File: src/core/tpo_pkg.sv
/*
 Constants, codes and register map of the trigger pulse output block.
 Assumes a 25 MHz ref_clk and a 32-bit classic Wishbone slave port.
*/
package tpo_pkg;
   localparam int          CLK_PERIOD_NS = 40;
   localparam int          TICK_US       = 40;
   localparam int          TICK_CYC      = TICK_US * 1000 / CLK_PERIOD_NS;
   localparam logic [31:0] US_PER_TICK   = 32'h0000_0028;

   localparam logic [7:0] OFS_MODE   = 8'h00;
   localparam logic [7:0] OFS_OUTSEL = 8'h04;
   localparam logic [7:0] OFS_SRC    = 8'h08;
   localparam logic [7:0] OFS_PERIOD = 8'h0C;
   localparam logic [7:0] OFS_WIDTH  = 8'h10;
   localparam logic [7:0] OFS_SDELAY = 8'h14;
   localparam logic [7:0] OFS_SWIDTH = 8'h18;
   localparam logic [7:0] OFS_PDELAY = 8'h1C;
   localparam logic [7:0] OFS_PWIDTH = 8'h20;
   localparam logic [7:0] OFS_PHALF  = 8'h24;
   localparam logic [7:0] OFS_COUNT  = 8'h28;
   localparam logic [7:0] OFS_FORCE  = 8'h2C;
   localparam logic [7:0] OFS_STATUS = 8'h30;

   localparam int SRC_ENC_BIT  = 0;
   localparam int SRC_SEC3_BIT = 1;

   localparam logic [6:0]  RST_MODE   = 7'h00;
   localparam logic [3:0]  RST_OUTSEL = 4'h1;
   localparam logic [21:0] RST_PERIOD = 22'h00_0019;

   localparam logic [6:0] MODE_PERIODIC_HI = 7'h64;
   localparam logic [6:0] MODE_PERIODIC_LO = 7'h65;
   localparam logic [6:0] MODE_FORCE_HI    = 7'h66;
   localparam logic [6:0] MODE_FORCE_LO    = 7'h67;
   localparam logic [6:0] MODE_REACHED_LO  = 7'h69;

   localparam logic [1:0] GRP_STANDARD = 2'h0;
   localparam logic [1:0] GRP_PWIDTH   = 2'h1;
   localparam logic [1:0] GRP_PDELAY   = 2'h2;
   localparam logic [1:0] GRP_PFREQ    = 2'h3;

   typedef enum logic [2:0] {
      SEC_IDLE   = 3'b001,
      SEC_DELAY  = 3'b010,
      SEC_ACTIVE = 3'b100
   } tpo_sec_e;

   typedef struct packed {
      logic        wbAck;
      logic [31:0] wbDat;
      logic [6:0]  mode;
      logic [3:0]  outSel;
      logic        encSel;
      logic        sec3;
      logic [21:0] widthTk;
      logic [21:0] sDelayTk;
      logic [21:0] sWidthTk;
      logic [21:0] periodTk;
      logic [31:0] pDelay;
      logic [31:0] pWidth;
      logic [31:0] pHalf;
      logic [30:0] count;
      logic [9:0]  tickCnt;
      logic [21:0] perCnt;
      logic        priOn;
      logic [21:0] priCnt;
      tpo_sec_e    sec;
      logic [31:0] secCnt;
      logic [31:0] freqCnt;
      logic        freqLvl;
      logic [31:0] trigPos;
      logic        primOut;
      logic        secOut;
   } tpo_state_s;
endpackage

File: src/core/tpo_trigger_pulse_outputs.sv
/*
 Trigger pulse generator: primary and secondary outputs, periodic and
 forced triggers, event counter, precise secondary modes, Wishbone regs.
 Assumes position, encoder state and position events come from logic on
 ref_clk; external instruments sit behind the two trigger outputs.
*/
// The Wishbone slave port and the placing of the registers were chosen for this implementation.
`timescale 1ns/1ns
module tpo_trigger_pulse_outputs
   import tpo_pkg::*;
(
   input  wire logic        ref_clk,
   input  wire logic        rst,
   input  wire logic        cyc_i,
   input  wire logic        stb_i,
   input  wire logic        we_i,
   input  wire logic [7:0]  adr_i,
   input  wire logic [3:0]  sel_i,
   input  wire logic [31:0] dat_i,
   output logic      [31:0] dat_o,
   output logic             ack_o,
   input  wire logic [31:0] motorPos,
   input  wire logic [31:0] encoderPos,
   input  wire logic        encodersActive,
   input  wire logic        posTrigEvent,
   output logic      [31:0] trigPos,
   output logic             primary_output,
   output logic             secondary_output
);
   tpo_state_s q;
   tpo_state_s d;

   logic        tick;
   logic        lowActive;
   logic        fire;
   logic        forceReq;
   logic        busReq;
   logic        doWrite;
   logic [31:0] rdVal;
   logic [31:0] wrVal;
   logic [1:0]  grp;
   logic        priAct;
   logic        secAct;

   function automatic logic [31:0] laneMerge(input logic [31:0] oldV,
                                             input logic [31:0] newV,
                                             input logic [3:0]  sel);
      logic [31:0] r;
      r = oldV;
      for (int i = 0; i < 4; i++) begin
         if (sel[i]) begin
            r[i*8 +: 8] = newV[i*8 +: 8];
         end
      end
      return r;
   endfunction

   function automatic logic [21:0] toTicks(input logic [31:0] us);
      logic [31:0] t;
      t = us / US_PER_TICK;
      return t[21:0];
   endfunction

   function automatic logic [31:0] toUs(input logic [21:0] tk);
      logic [53:0] p;
      p = {32'h0000_0000, tk} * {22'h00_0000, US_PER_TICK};
      return p[31:0];
   endfunction

   always_comb begin
      d = q;
      tick = (q.tickCnt == 10'(TICK_CYC - 1));
      grp = q.outSel[3:2];
      lowActive = (q.mode >= 7'h03 && q.mode <= 7'h05) ||
                  (q.mode >= 7'h09 && q.mode <= 7'h0B) ||
                  q.mode == MODE_PERIODIC_LO ||
                  q.mode == MODE_FORCE_LO ||
                  q.mode == MODE_REACHED_LO;
      busReq = cyc_i && stb_i;
      doWrite = busReq && we_i && q.wbAck;

      rdVal = 32'h0000_0000;
      if (adr_i == OFS_MODE) begin
         rdVal = {25'h000_0000, q.mode};
      end else if (adr_i == OFS_OUTSEL) begin
         rdVal = {28'h000_0000, q.outSel};
      end else if (adr_i == OFS_SRC) begin
         rdVal = {30'h0000_0000, q.sec3, q.encSel};
      end else if (adr_i == OFS_PERIOD) begin
         rdVal = {10'h000, q.periodTk};
      end else if (adr_i == OFS_WIDTH) begin
         rdVal = toUs(q.widthTk);
      end else if (adr_i == OFS_SDELAY) begin
         rdVal = toUs(q.sDelayTk);
      end else if (adr_i == OFS_SWIDTH) begin
         rdVal = toUs(q.sWidthTk);
      end else if (adr_i == OFS_PDELAY) begin
         rdVal = q.pDelay;
      end else if (adr_i == OFS_PWIDTH) begin
         rdVal = q.pWidth;
      end else if (adr_i == OFS_PHALF) begin
         rdVal = q.pHalf;
      end else if (adr_i == OFS_COUNT) begin
         rdVal = {1'b0, q.count};
      end else if (adr_i == OFS_STATUS) begin
         rdVal = {27'h000_0000, q.sec == SEC_DELAY,
                  encodersActive && q.encSel, q.priOn,
                  q.secOut, q.primOut};
      end
      wrVal = laneMerge(rdVal, dat_i, sel_i);

      // answer one cycle after the request, drop in the next
      d.wbAck = busReq && !q.wbAck;
      if (busReq && !q.wbAck) begin
         d.wbDat = rdVal;
      end

      forceReq = 1'b0;
      if (doWrite) begin
         if (adr_i == OFS_MODE) begin
            d.mode = wrVal[6:0];
         end else if (adr_i == OFS_OUTSEL) begin
            d.outSel = wrVal[3:0];
         end else if (adr_i == OFS_SRC) begin
            d.encSel = wrVal[SRC_ENC_BIT];
            d.sec3   = wrVal[SRC_SEC3_BIT];
         end else if (adr_i == OFS_PERIOD) begin
            d.periodTk = wrVal[21:0];
         end else if (adr_i == OFS_WIDTH) begin
            d.widthTk = toTicks(wrVal);
         end else if (adr_i == OFS_SDELAY) begin
            d.sDelayTk = toTicks(wrVal);
         end else if (adr_i == OFS_SWIDTH) begin
            d.sWidthTk = toTicks(wrVal);
         end else if (adr_i == OFS_PDELAY) begin
            d.pDelay = wrVal;
         end else if (adr_i == OFS_PWIDTH) begin
            d.pWidth = wrVal;
         end else if (adr_i == OFS_PHALF) begin
            d.pHalf = wrVal;
         end else if (adr_i == OFS_FORCE) begin
            forceReq = wrVal[0] && sel_i[0];
         end
      end

      // fall back to motor while encoders are inactive
      d.trigPos = (q.encSel && encodersActive) ? encoderPos : motorPos;

      d.tickCnt = tick ? 10'h000 : q.tickCnt + 10'h001;

      // periodic source, counted in 40us ticks
      fire = 1'b0;
      if (q.mode == MODE_PERIODIC_HI || q.mode == MODE_PERIODIC_LO) begin
         if (tick) begin
            if (q.perCnt == 22'h00_0000) begin
               d.perCnt = (q.periodTk == 22'h00_0000) ? 22'h00_0000 :
                          q.periodTk - 22'h00_0001;
               fire = 1'b1;
            end else begin
               d.perCnt = q.perCnt - 22'h00_0001;
            end
         end
      end else begin
         d.perCnt = 22'h00_0000;
         if (q.mode == MODE_FORCE_HI || q.mode == MODE_FORCE_LO) begin
            fire = forceReq;
         end else begin
            fire = posTrigEvent;
         end
      end

      // primary pulse; zero width leaves a single-cycle spike
      if (fire) begin
         d.priOn  = 1'b1;
         d.priCnt = q.widthTk;
      end else if (q.priOn) begin
         if (q.priCnt == 22'h00_0000) begin
            d.priOn = 1'b0;
         end else if (tick) begin
            d.priCnt = q.priCnt - 22'h00_0001;
         end
      end

      // counter wraps past its 31-bit range; a software write wins
      if (fire) begin
         d.count = q.count + 31'h0000_0001;
      end
      if (doWrite && adr_i == OFS_COUNT) begin
         d.count = wrVal[30:0];
      end

      // secondary sequencer; precise groups pick width or delay, standard with sec3 runs delay then width
      case (q.sec)
         SEC_IDLE: begin
            if (fire && grp == GRP_PWIDTH) begin
               d.sec    = SEC_ACTIVE;
               d.secCnt = q.pWidth;
            end else if (fire && grp == GRP_PDELAY) begin
               d.sec    = SEC_DELAY;
               d.secCnt = q.pDelay;
            end else if (fire && grp == GRP_STANDARD && q.sec3) begin
               d.sec    = SEC_DELAY;
               d.secCnt = {10'h000, q.sDelayTk};
            end
         end
         SEC_DELAY: begin
            if (grp == GRP_PDELAY) begin
               if (q.secCnt == 32'h0000_0000) begin
                  d.sec = SEC_ACTIVE;
               end else begin
                  d.secCnt = q.secCnt - 32'h0000_0001;
               end
            end else if (!q.priOn) begin
               d.sec = SEC_IDLE;
            end else if (tick) begin
               if (q.secCnt == 32'h0000_0000) begin
                  d.sec    = SEC_ACTIVE;
                  d.secCnt = {10'h000, q.sWidthTk};
               end else begin
                  d.secCnt = q.secCnt - 32'h0000_0001;
               end
            end
         end
         SEC_ACTIVE: begin
            if (grp == GRP_PDELAY) begin
               if (tick) begin
                  d.sec = SEC_IDLE;
               end
            end else if (grp == GRP_PWIDTH) begin
               if (q.secCnt == 32'h0000_0000) begin
                  d.sec = SEC_IDLE;
               end else begin
                  d.secCnt = q.secCnt - 32'h0000_0001;
               end
            end else if (!q.priOn) begin
               d.sec = SEC_IDLE;
            end else if (tick) begin
               if (q.secCnt == 32'h0000_0000) begin
                  d.sec = SEC_IDLE;
               end else begin
                  d.secCnt = q.secCnt - 32'h0000_0001;
               end
            end
         end
         default: begin
            d.sec = SEC_IDLE;
         end
      endcase
      if (q.sec != SEC_IDLE && fire && grp != GRP_PFREQ) begin
         // a new trigger restarts the secondary sequence
         d.sec    = (grp == GRP_PWIDTH) ? SEC_ACTIVE : SEC_DELAY;
         d.secCnt = (grp == GRP_PWIDTH) ? q.pWidth :
                    (grp == GRP_PDELAY) ? q.pDelay :
                    {10'h000, q.sDelayTk};
         if (grp == GRP_STANDARD && !q.sec3) begin
            d.sec = SEC_IDLE;
         end
      end

      // free-running square wave, toggled every half period
      if (grp != GRP_PFREQ || q.pHalf == 32'h0000_0000) begin
         d.freqCnt = 32'h0000_0000;
         d.freqLvl = 1'b0;
      end else if (q.freqCnt >= q.pHalf - 32'h0000_0001) begin
         d.freqCnt = 32'h0000_0000;
         d.freqLvl = !q.freqLvl;
      end else begin
         d.freqCnt = q.freqCnt + 32'h0000_0001;
      end

      priAct = d.priOn;
      case (grp)
         GRP_STANDARD: begin
            secAct = q.sec3 ? (d.sec == SEC_ACTIVE && d.priOn) :
                     d.priOn;
         end
         GRP_PFREQ: begin
            secAct = d.freqLvl;
         end
         default: begin
            secAct = (d.sec == SEC_ACTIVE);
         end
      endcase

      // shared polarity; unselected output sits at inactive level
      d.primOut = (q.outSel[0] && priAct) ^ lowActive;
      d.secOut  = (q.outSel[1] && secAct) ^ lowActive;
   end

   always_ff @(posedge ref_clk or posedge rst) begin
      if (rst) begin
         q          <= '0;
         q.mode     <= RST_MODE;
         q.outSel   <= RST_OUTSEL;
         q.periodTk <= RST_PERIOD;
         q.sec      <= SEC_IDLE;
      end else begin
         q <= d;
      end
   end

   assign dat_o            = q.wbDat;
   assign ack_o            = q.wbAck;
   assign trigPos          = q.trigPos;
   assign primary_output   = q.primOut;
   assign secondary_output = q.secOut;
endmodule

File: config.mk
export PLATFORM = sky130hd
export DESIGN_NAME = tpo_trigger_pulse_outputs
export DESIGN_NICKNAME = d
export VERILOG_FILES = /design/src/core/tpo_pkg.sv /design/src/core/tpo_trigger_pulse_outputs.sv
export SDC_FILE = /design/constraint.sdc
export NUM_CORES = 2
export LEC_CHECK = 0
export BUFFER_PORTS_ARGS = -buffer_cell sky130_fd_sc_hd__buf_2
export CELL_PAD_IN_SITES_DETAIL_PLACEMENT = 1
export CELL_PAD_IN_SITES_GLOBAL_PLACEMENT = 2
export CORE_MARGIN = 8
export CORE_UTILIZATION = 41
export DETAILED_ROUTE_END_ITERATION = 7
export GPL_TIMING_DRIVEN = 0
export PLACE_DENSITY_LB_ADDON = 0.1
export SLEW_MARGIN = 20
export SYNTH_ARGS = -nofsm -noshare
export SYNTH_HDL_FRONTEND = slang
export SYNTH_SLANG_ARGS = --single-unit
File: constraint.sdc
create_clock -name ref_clk -period 20.6 [get_ports ref_clk]
set_input_delay 1.03 -clock ref_clk [delete_from_list [all_inputs] [get_ports ref_clk]]
set_output_delay 1.03 -clock ref_clk [all_outputs]
set_load 0.1 [all_outputs]
Yosys cells after proc, flatten, opt, wreduce, memory -nomap -nowiden. Index checks and enable logic that the tools add are counted.

Input bits: 115. Flip-flop bits (word level): 418. Word-level logic and storage cells: 215.

Bitwise operators: 11. Reductions and logical operators: 52. Div/mod/pow operators: 1. Multipliers: 3. Add/subtract/negate cells: 8. Mux-type cells: 75. Magnitude comparators: 5. Equal/unequal tests: 35.

Operator list (count): $mux W32 (19); $mux W35 (8); $mux W22 (6); $pmux W32 S3 (1); $mux W31 (3); $mul A22 B3 Y25 const B (3); $logic_not A22 Y1 (3); $sub A22 B1 Y22 const B (3); $logic_not A32 Y1 (2); $sub A32 B1 Y32 const B (2); $mux W23 (2); $eq A8 B6 Y1 const B (5); $eq A7 B7 Y1 const B (5); $mux W33 (1); $add A32 B1 Y32 const B (1); $div A32 B6 Y32 const B (1); $eq A8 B5 Y1 const B (4); $ge A32 B32 Y1 (1); $mux W8 (4); $add A31 B1 Y31 const B (1); $mux W3 (8); $logic_and A1 B1 Y1 (19); $mux W1 (19); $eq A8 B4 Y1 const B (2); 40 further kinds (67).

Logic depth before layout (Yosys ltp).
Depth in word-level cells: 42. Mapped depth: 50.

Worst setup path after synthesis. OpenSTA, ideal clock, no wires.

Path kind: reg2reg. Start: reg q[351] in the netlist's numbering. End: reg q[306] in the netlist's numbering. Cell stages (with the launch flop): 46. Arrival: 11216 ps. Buffers on the path: 5. Data required time: 20512 ps. Period minus slack after synthesis: 11304 ps. Slack: 9296 ps. Cell sequence: dfrtp_1 ha_1 ha_1 fa_1 a21oi_1 o22ai_1 o31ai_1 a31oi_1 o211a_1 o31ai_1 nor3_1 or3_1 a31oi_4 a22oi_1 or4_1 o221ai_2 a211o_2 buf_4 [... 10 more ...] or2_1 buf_6 mux2i_1 or4_4 a21oi_1 nor2_1 mux4_2 buf_2 o211ai_2 a21oi_1 a311oi_4 mux2_2 and3_1 buf_2 o22ai_2 o21ba_1 a221o_1 a41oi_1.

Longest elaborated chain between the ends: 8.

RTL lines: from (decl) (RTL line tpo_trigger_pulse_outputs.sv:30) `tpo_state_s q;`; $mul A22 B3 Y25 * (RTL line tpo_trigger_pulse_outputs.sv:66) `p = {32'h0000_0000, tk} * {22'h00_0000, US_PER_TICK};`; $mux W32 * (RTL line tpo_trigger_pulse_outputs.sv:91) `end else if (adr_i == OFS_WIDTH) begin`; $mux W32 * (RTL line tpo_trigger_pulse_outputs.sv:89) `end else if (adr_i == OFS_PERIOD) begin`; $mux W32 * (RTL line tpo_trigger_pulse_outputs.sv:87) `end else if (adr_i == OFS_SRC) begin`; $mux W32 * (RTL line tpo_trigger_pulse_outputs.sv:85) `end else if (adr_i == OFS_OUTSEL) begin`; $mux W32 * (RTL line tpo_trigger_pulse_outputs.sv:83) `if (adr_i == OFS_MODE) begin`; $mux W8 (RTL line tpo_trigger_pulse_outputs.sv:51) `if (sel[i]) begin`; $div A32 B6 Y32 * (RTL line tpo_trigger_pulse_outputs.sv:60) `t = us / US_PER_TICK;`.

Every way passes the cells marked *; elsewhere a longest branch is shown, timed or not. A chain may end at the register's enable or synchronous reset.

Worst setup path in the final report.
Start: reg q[351] in the netlist's numbering. End: reg q[351] in the netlist's numbering.

The elaborated chain is that of the path after synthesis.

==> summary.md <==
| Metric | Value |
|---|---|
| Post-synth cell types | 127 |
| PwrDens | between 90 and 100 nW/um^2 |
| Setup TNS | 0 ns |
| Antenna violations before repair | 3 |
| Post-DP Area | 34700 um^2 |
| WL/cell | 26.4 um |
| I/O pin total | 182 |
| Overall power | 3.32 mW |
| Vias in the first global route | roughly 33000 |
| H-tree level count | 2 |
| Delay of the slowest critical-path stage | about 0.70 ns |
| CP max stage cell | nor2_1 |
| Clock Tree Root | clkbuf_16 |
| DR iter-0 viols | 2570 |
| Die width | between 200 and 300 um |
| Sequential area share after synthesis | 32.4% |
| Async S/R FF share, synth | 100% |
| Die height | a little under 300 um |
| I/O Buffers | 177 |
| Hpwl dp | between 100000 and 150000 um |
| CTS tree | done |
| Largest net degree at the start of global routing | 100 |
| Fin crit period | 15.12 ns |
| Share of cells above drive strength 1 | about an eighth |
| Final wirelength | approximately 140000 um |
| Mapped cell area | 32300 um^2 |
| Area delta synth->final | 13.2% |
| Post_cts resized | 0 |
| Fin. max-slew vios | 0 |
| WP data arrival | ~16 ns |
| Synth Flop Type | dfrtp_1 |
| Final Net Count | 4441 |
| Leakage | 15.9 nW |
| Skew final | 0.0223 ns |
| Peak VDD IR | 133 uV |
| CP max FO | 10 |
| Final worst-path cycle share | 73.4% |
| Die area | 88000 um^2 |
| Yosys warning count | 0 |
| EDFF count, synth | 0 |
| CP required | 21.07 ns |
| Worst setup EP type | flop |
| Slew margin rel. | 19.5% |
| Core area | slightly below 80000 um^2 |
| CP top delay family | compound AO/OA/AOI/OAI gates |
| Synth Area per Inst | 8.25 um^2 |
| Hold Path Class | reg2reg |
| Final setup vio count | 0 |
| GPL Wtd Cong | 0.947 |
| CP most frequent cell | nor2_1 |
| Crit path buf inv count | 5 |
| Design Area, Final | 36600 um^2 |
| Crit start category | flop |
| F_max | ~0.066 GHz |
| Num CTS Buffers | 54 |
| Final Hold Vio Count | 0 |
| Worst-Margin Slew | 1.21 ns |
| Final Util | between 40% and 50% |
| Yosys reg bits | 418 |
| Via Count | around 33000 |
| Synthesized net count | 4196 |
| GRT Total Usage | 30.2% |
| Postcts setup bufs | 0 |
| Max clock buf depth | 3 |
| Clock Sinks | roughly 420 |
| Crit Path Class | reg2reg |
| Routed vias/inst | about 6.2 |
| Skew-Pair Late Insertion Delay | 0.63 ns |
| RSZ-0062 raised after global routing | no |
| Post-Syn Instances | between 3000 and 4000 |
| First-pass GRT wire length | between 200000 and 250000 um |
| Run status | completed |
| Total gr overflow | 0 |
| Drt pass-1 iters | 5 |
| Residual DRC | 0 |
| Clk pin slew, worst setup/hold paths | approximately 0.060 ns |
| Final ANT Viol Nets | 0 |
| Hold Buf Count CTS | 0 |
| Starting Density | 41.2% |
| # rows | 103 |
| Max cap viols | 0 |
==> worst min-delay path, delay by kind of cell (launching register included) <==
| family | cells | cell delay, ns |
|---|---|---|
| DFF | 1 | 0.34 |
| and+or+nand+nor | 2 | 0.10 |
==> cells by family after synthesis <==
family	count (synthesis)	share of synthesized area (%)
XOR/XNOR	207	5.63
AND/OR/NAND/NOR	1381	20.0
buffers and inverters	352	5.07
AO/OA/AOI/OAI	1243	25.3
adder cells (fa/ha/maj)	170	6.64
multiplexers	143	4.89
flip-flops	418	32.4
==> stage by stage <==
stage | cells | worst slack [ns] | hold WS, ns
after floorplan | 3914 | 7.94 | 0.447
after global placement | 5141 | 2.08 | 0.463
after detailed placement | 5153 | 5.69 | 0.469
after CTS | 5252 | 5.68 | 0.483
after global routing | 5252 | 4.71 | 0.507
final | 5253 | 5.48 | 0.474
==> registers in the layout (all words and copies together) (netlist names) <==
name and count:
q 349, trigPos 32, ack_o 1, grp 2, primary_output 1, dat_o 32, secondary_output 1
==> final timing paths <==
check,start,endpoint,slack [ns],cells after the start
min in group asynchronous,rst,q[97]$_DFFE_PP0P_,0.50,2
worst min register to register,dat_o[2]$_DFFE_PP0P_,dat_o[2]$_DFFE_PP0P_,0.47,2
worst max register to register,q[351]$_DFFE_PP0P_,q[351]$_DFFE_PP0P_,5.48,45
worst min-delay path,dat_o[2]$_DFFE_PP0P_,dat_o[2]$_DFFE_PP0P_,0.47,2
max in group asynchronous,rst,dat_o[12]$_DFFE_PP0P_,19.08,3
worst max-delay path,q[351]$_DFFE_PP0P_,q[351]$_DFFE_PP0P_,5.48,45
==> layout make-up <==
type | count | area, um^2
inverters | 66 | 255
plain buffers | 286 | 1390
clock buffers | 78 | 1550
repair buffers | 189 | 1060
well taps | 1050 | 1310
multi-input cells | 3144 | 20300
clock inverters | 21 | 255
fillers | 9436 | 41900
flip-flops and latches | 418 | 10500
diodes | 1 | 2.50
==> cell usage in the layout (no fill, tap or decap), drive strengths merged, types with 38 or more instances in the layout <==
cell type and n:
nand4 40, o21ai 449, clkbuf 249, ha 164, xor2 85, nor2 344
nor4 38, a221oi 39, o22ai 42, o211ai 48, nand2 487, mux2i 62
buf 304, nor3 135, xnor2 122, dfrtp 413, a21oi 238, mux2 79
nand3 93, nand2b 47, inv 67, a211oi 42
==> where the power goes <==
| group | internal (mW) | switching (mW) |
|---|---|---|
| Sequential | 0.840 | 0.0235 |
| Combinational | 0.479 | 0.989 |
| Clock | 0.585 | 0.406 |
==> synthesized netlist by cell type, drive strengths merged (16+ instances only) <==
cell type  number  area, um^2
a211oi         42         338
a21o           35         263
a21oi         238        1200
a221oi         39         360
a22o           21         184
a22oi          35         277
a31oi          27         190
and3           33         206
buf           115         749
clkbuf        171         642
dfrtp         413       10300
ha            164        2050
inv            65         244
mux2           79         890
mux2i          62         646
nand2         487        1830
nand2b         47         294
nand3          93         465
nand4          40         250
nor2          344        1310
nor2b          25         156
nor3          135         686
nor4           38         238
o211ai         48         370
o21a           23         181
o21ai         449        2260
o221ai         16         159
o22ai          42         283
o31ai          27         213
or2            22         138
or3            31         199
or4            17         131
xnor2         122        1080
xor2           85         744
==> per-layer routing <==
metal | GRT usage, % | wire length [um]
met2 | 48.8 | 62700
met5 | 0 | 33
met4 | 10.8 | 5670
met1 | 41.2 | 61800
met3 | 4.26 | 8300
Note: power is estimated with default switching activity, not from simulation.
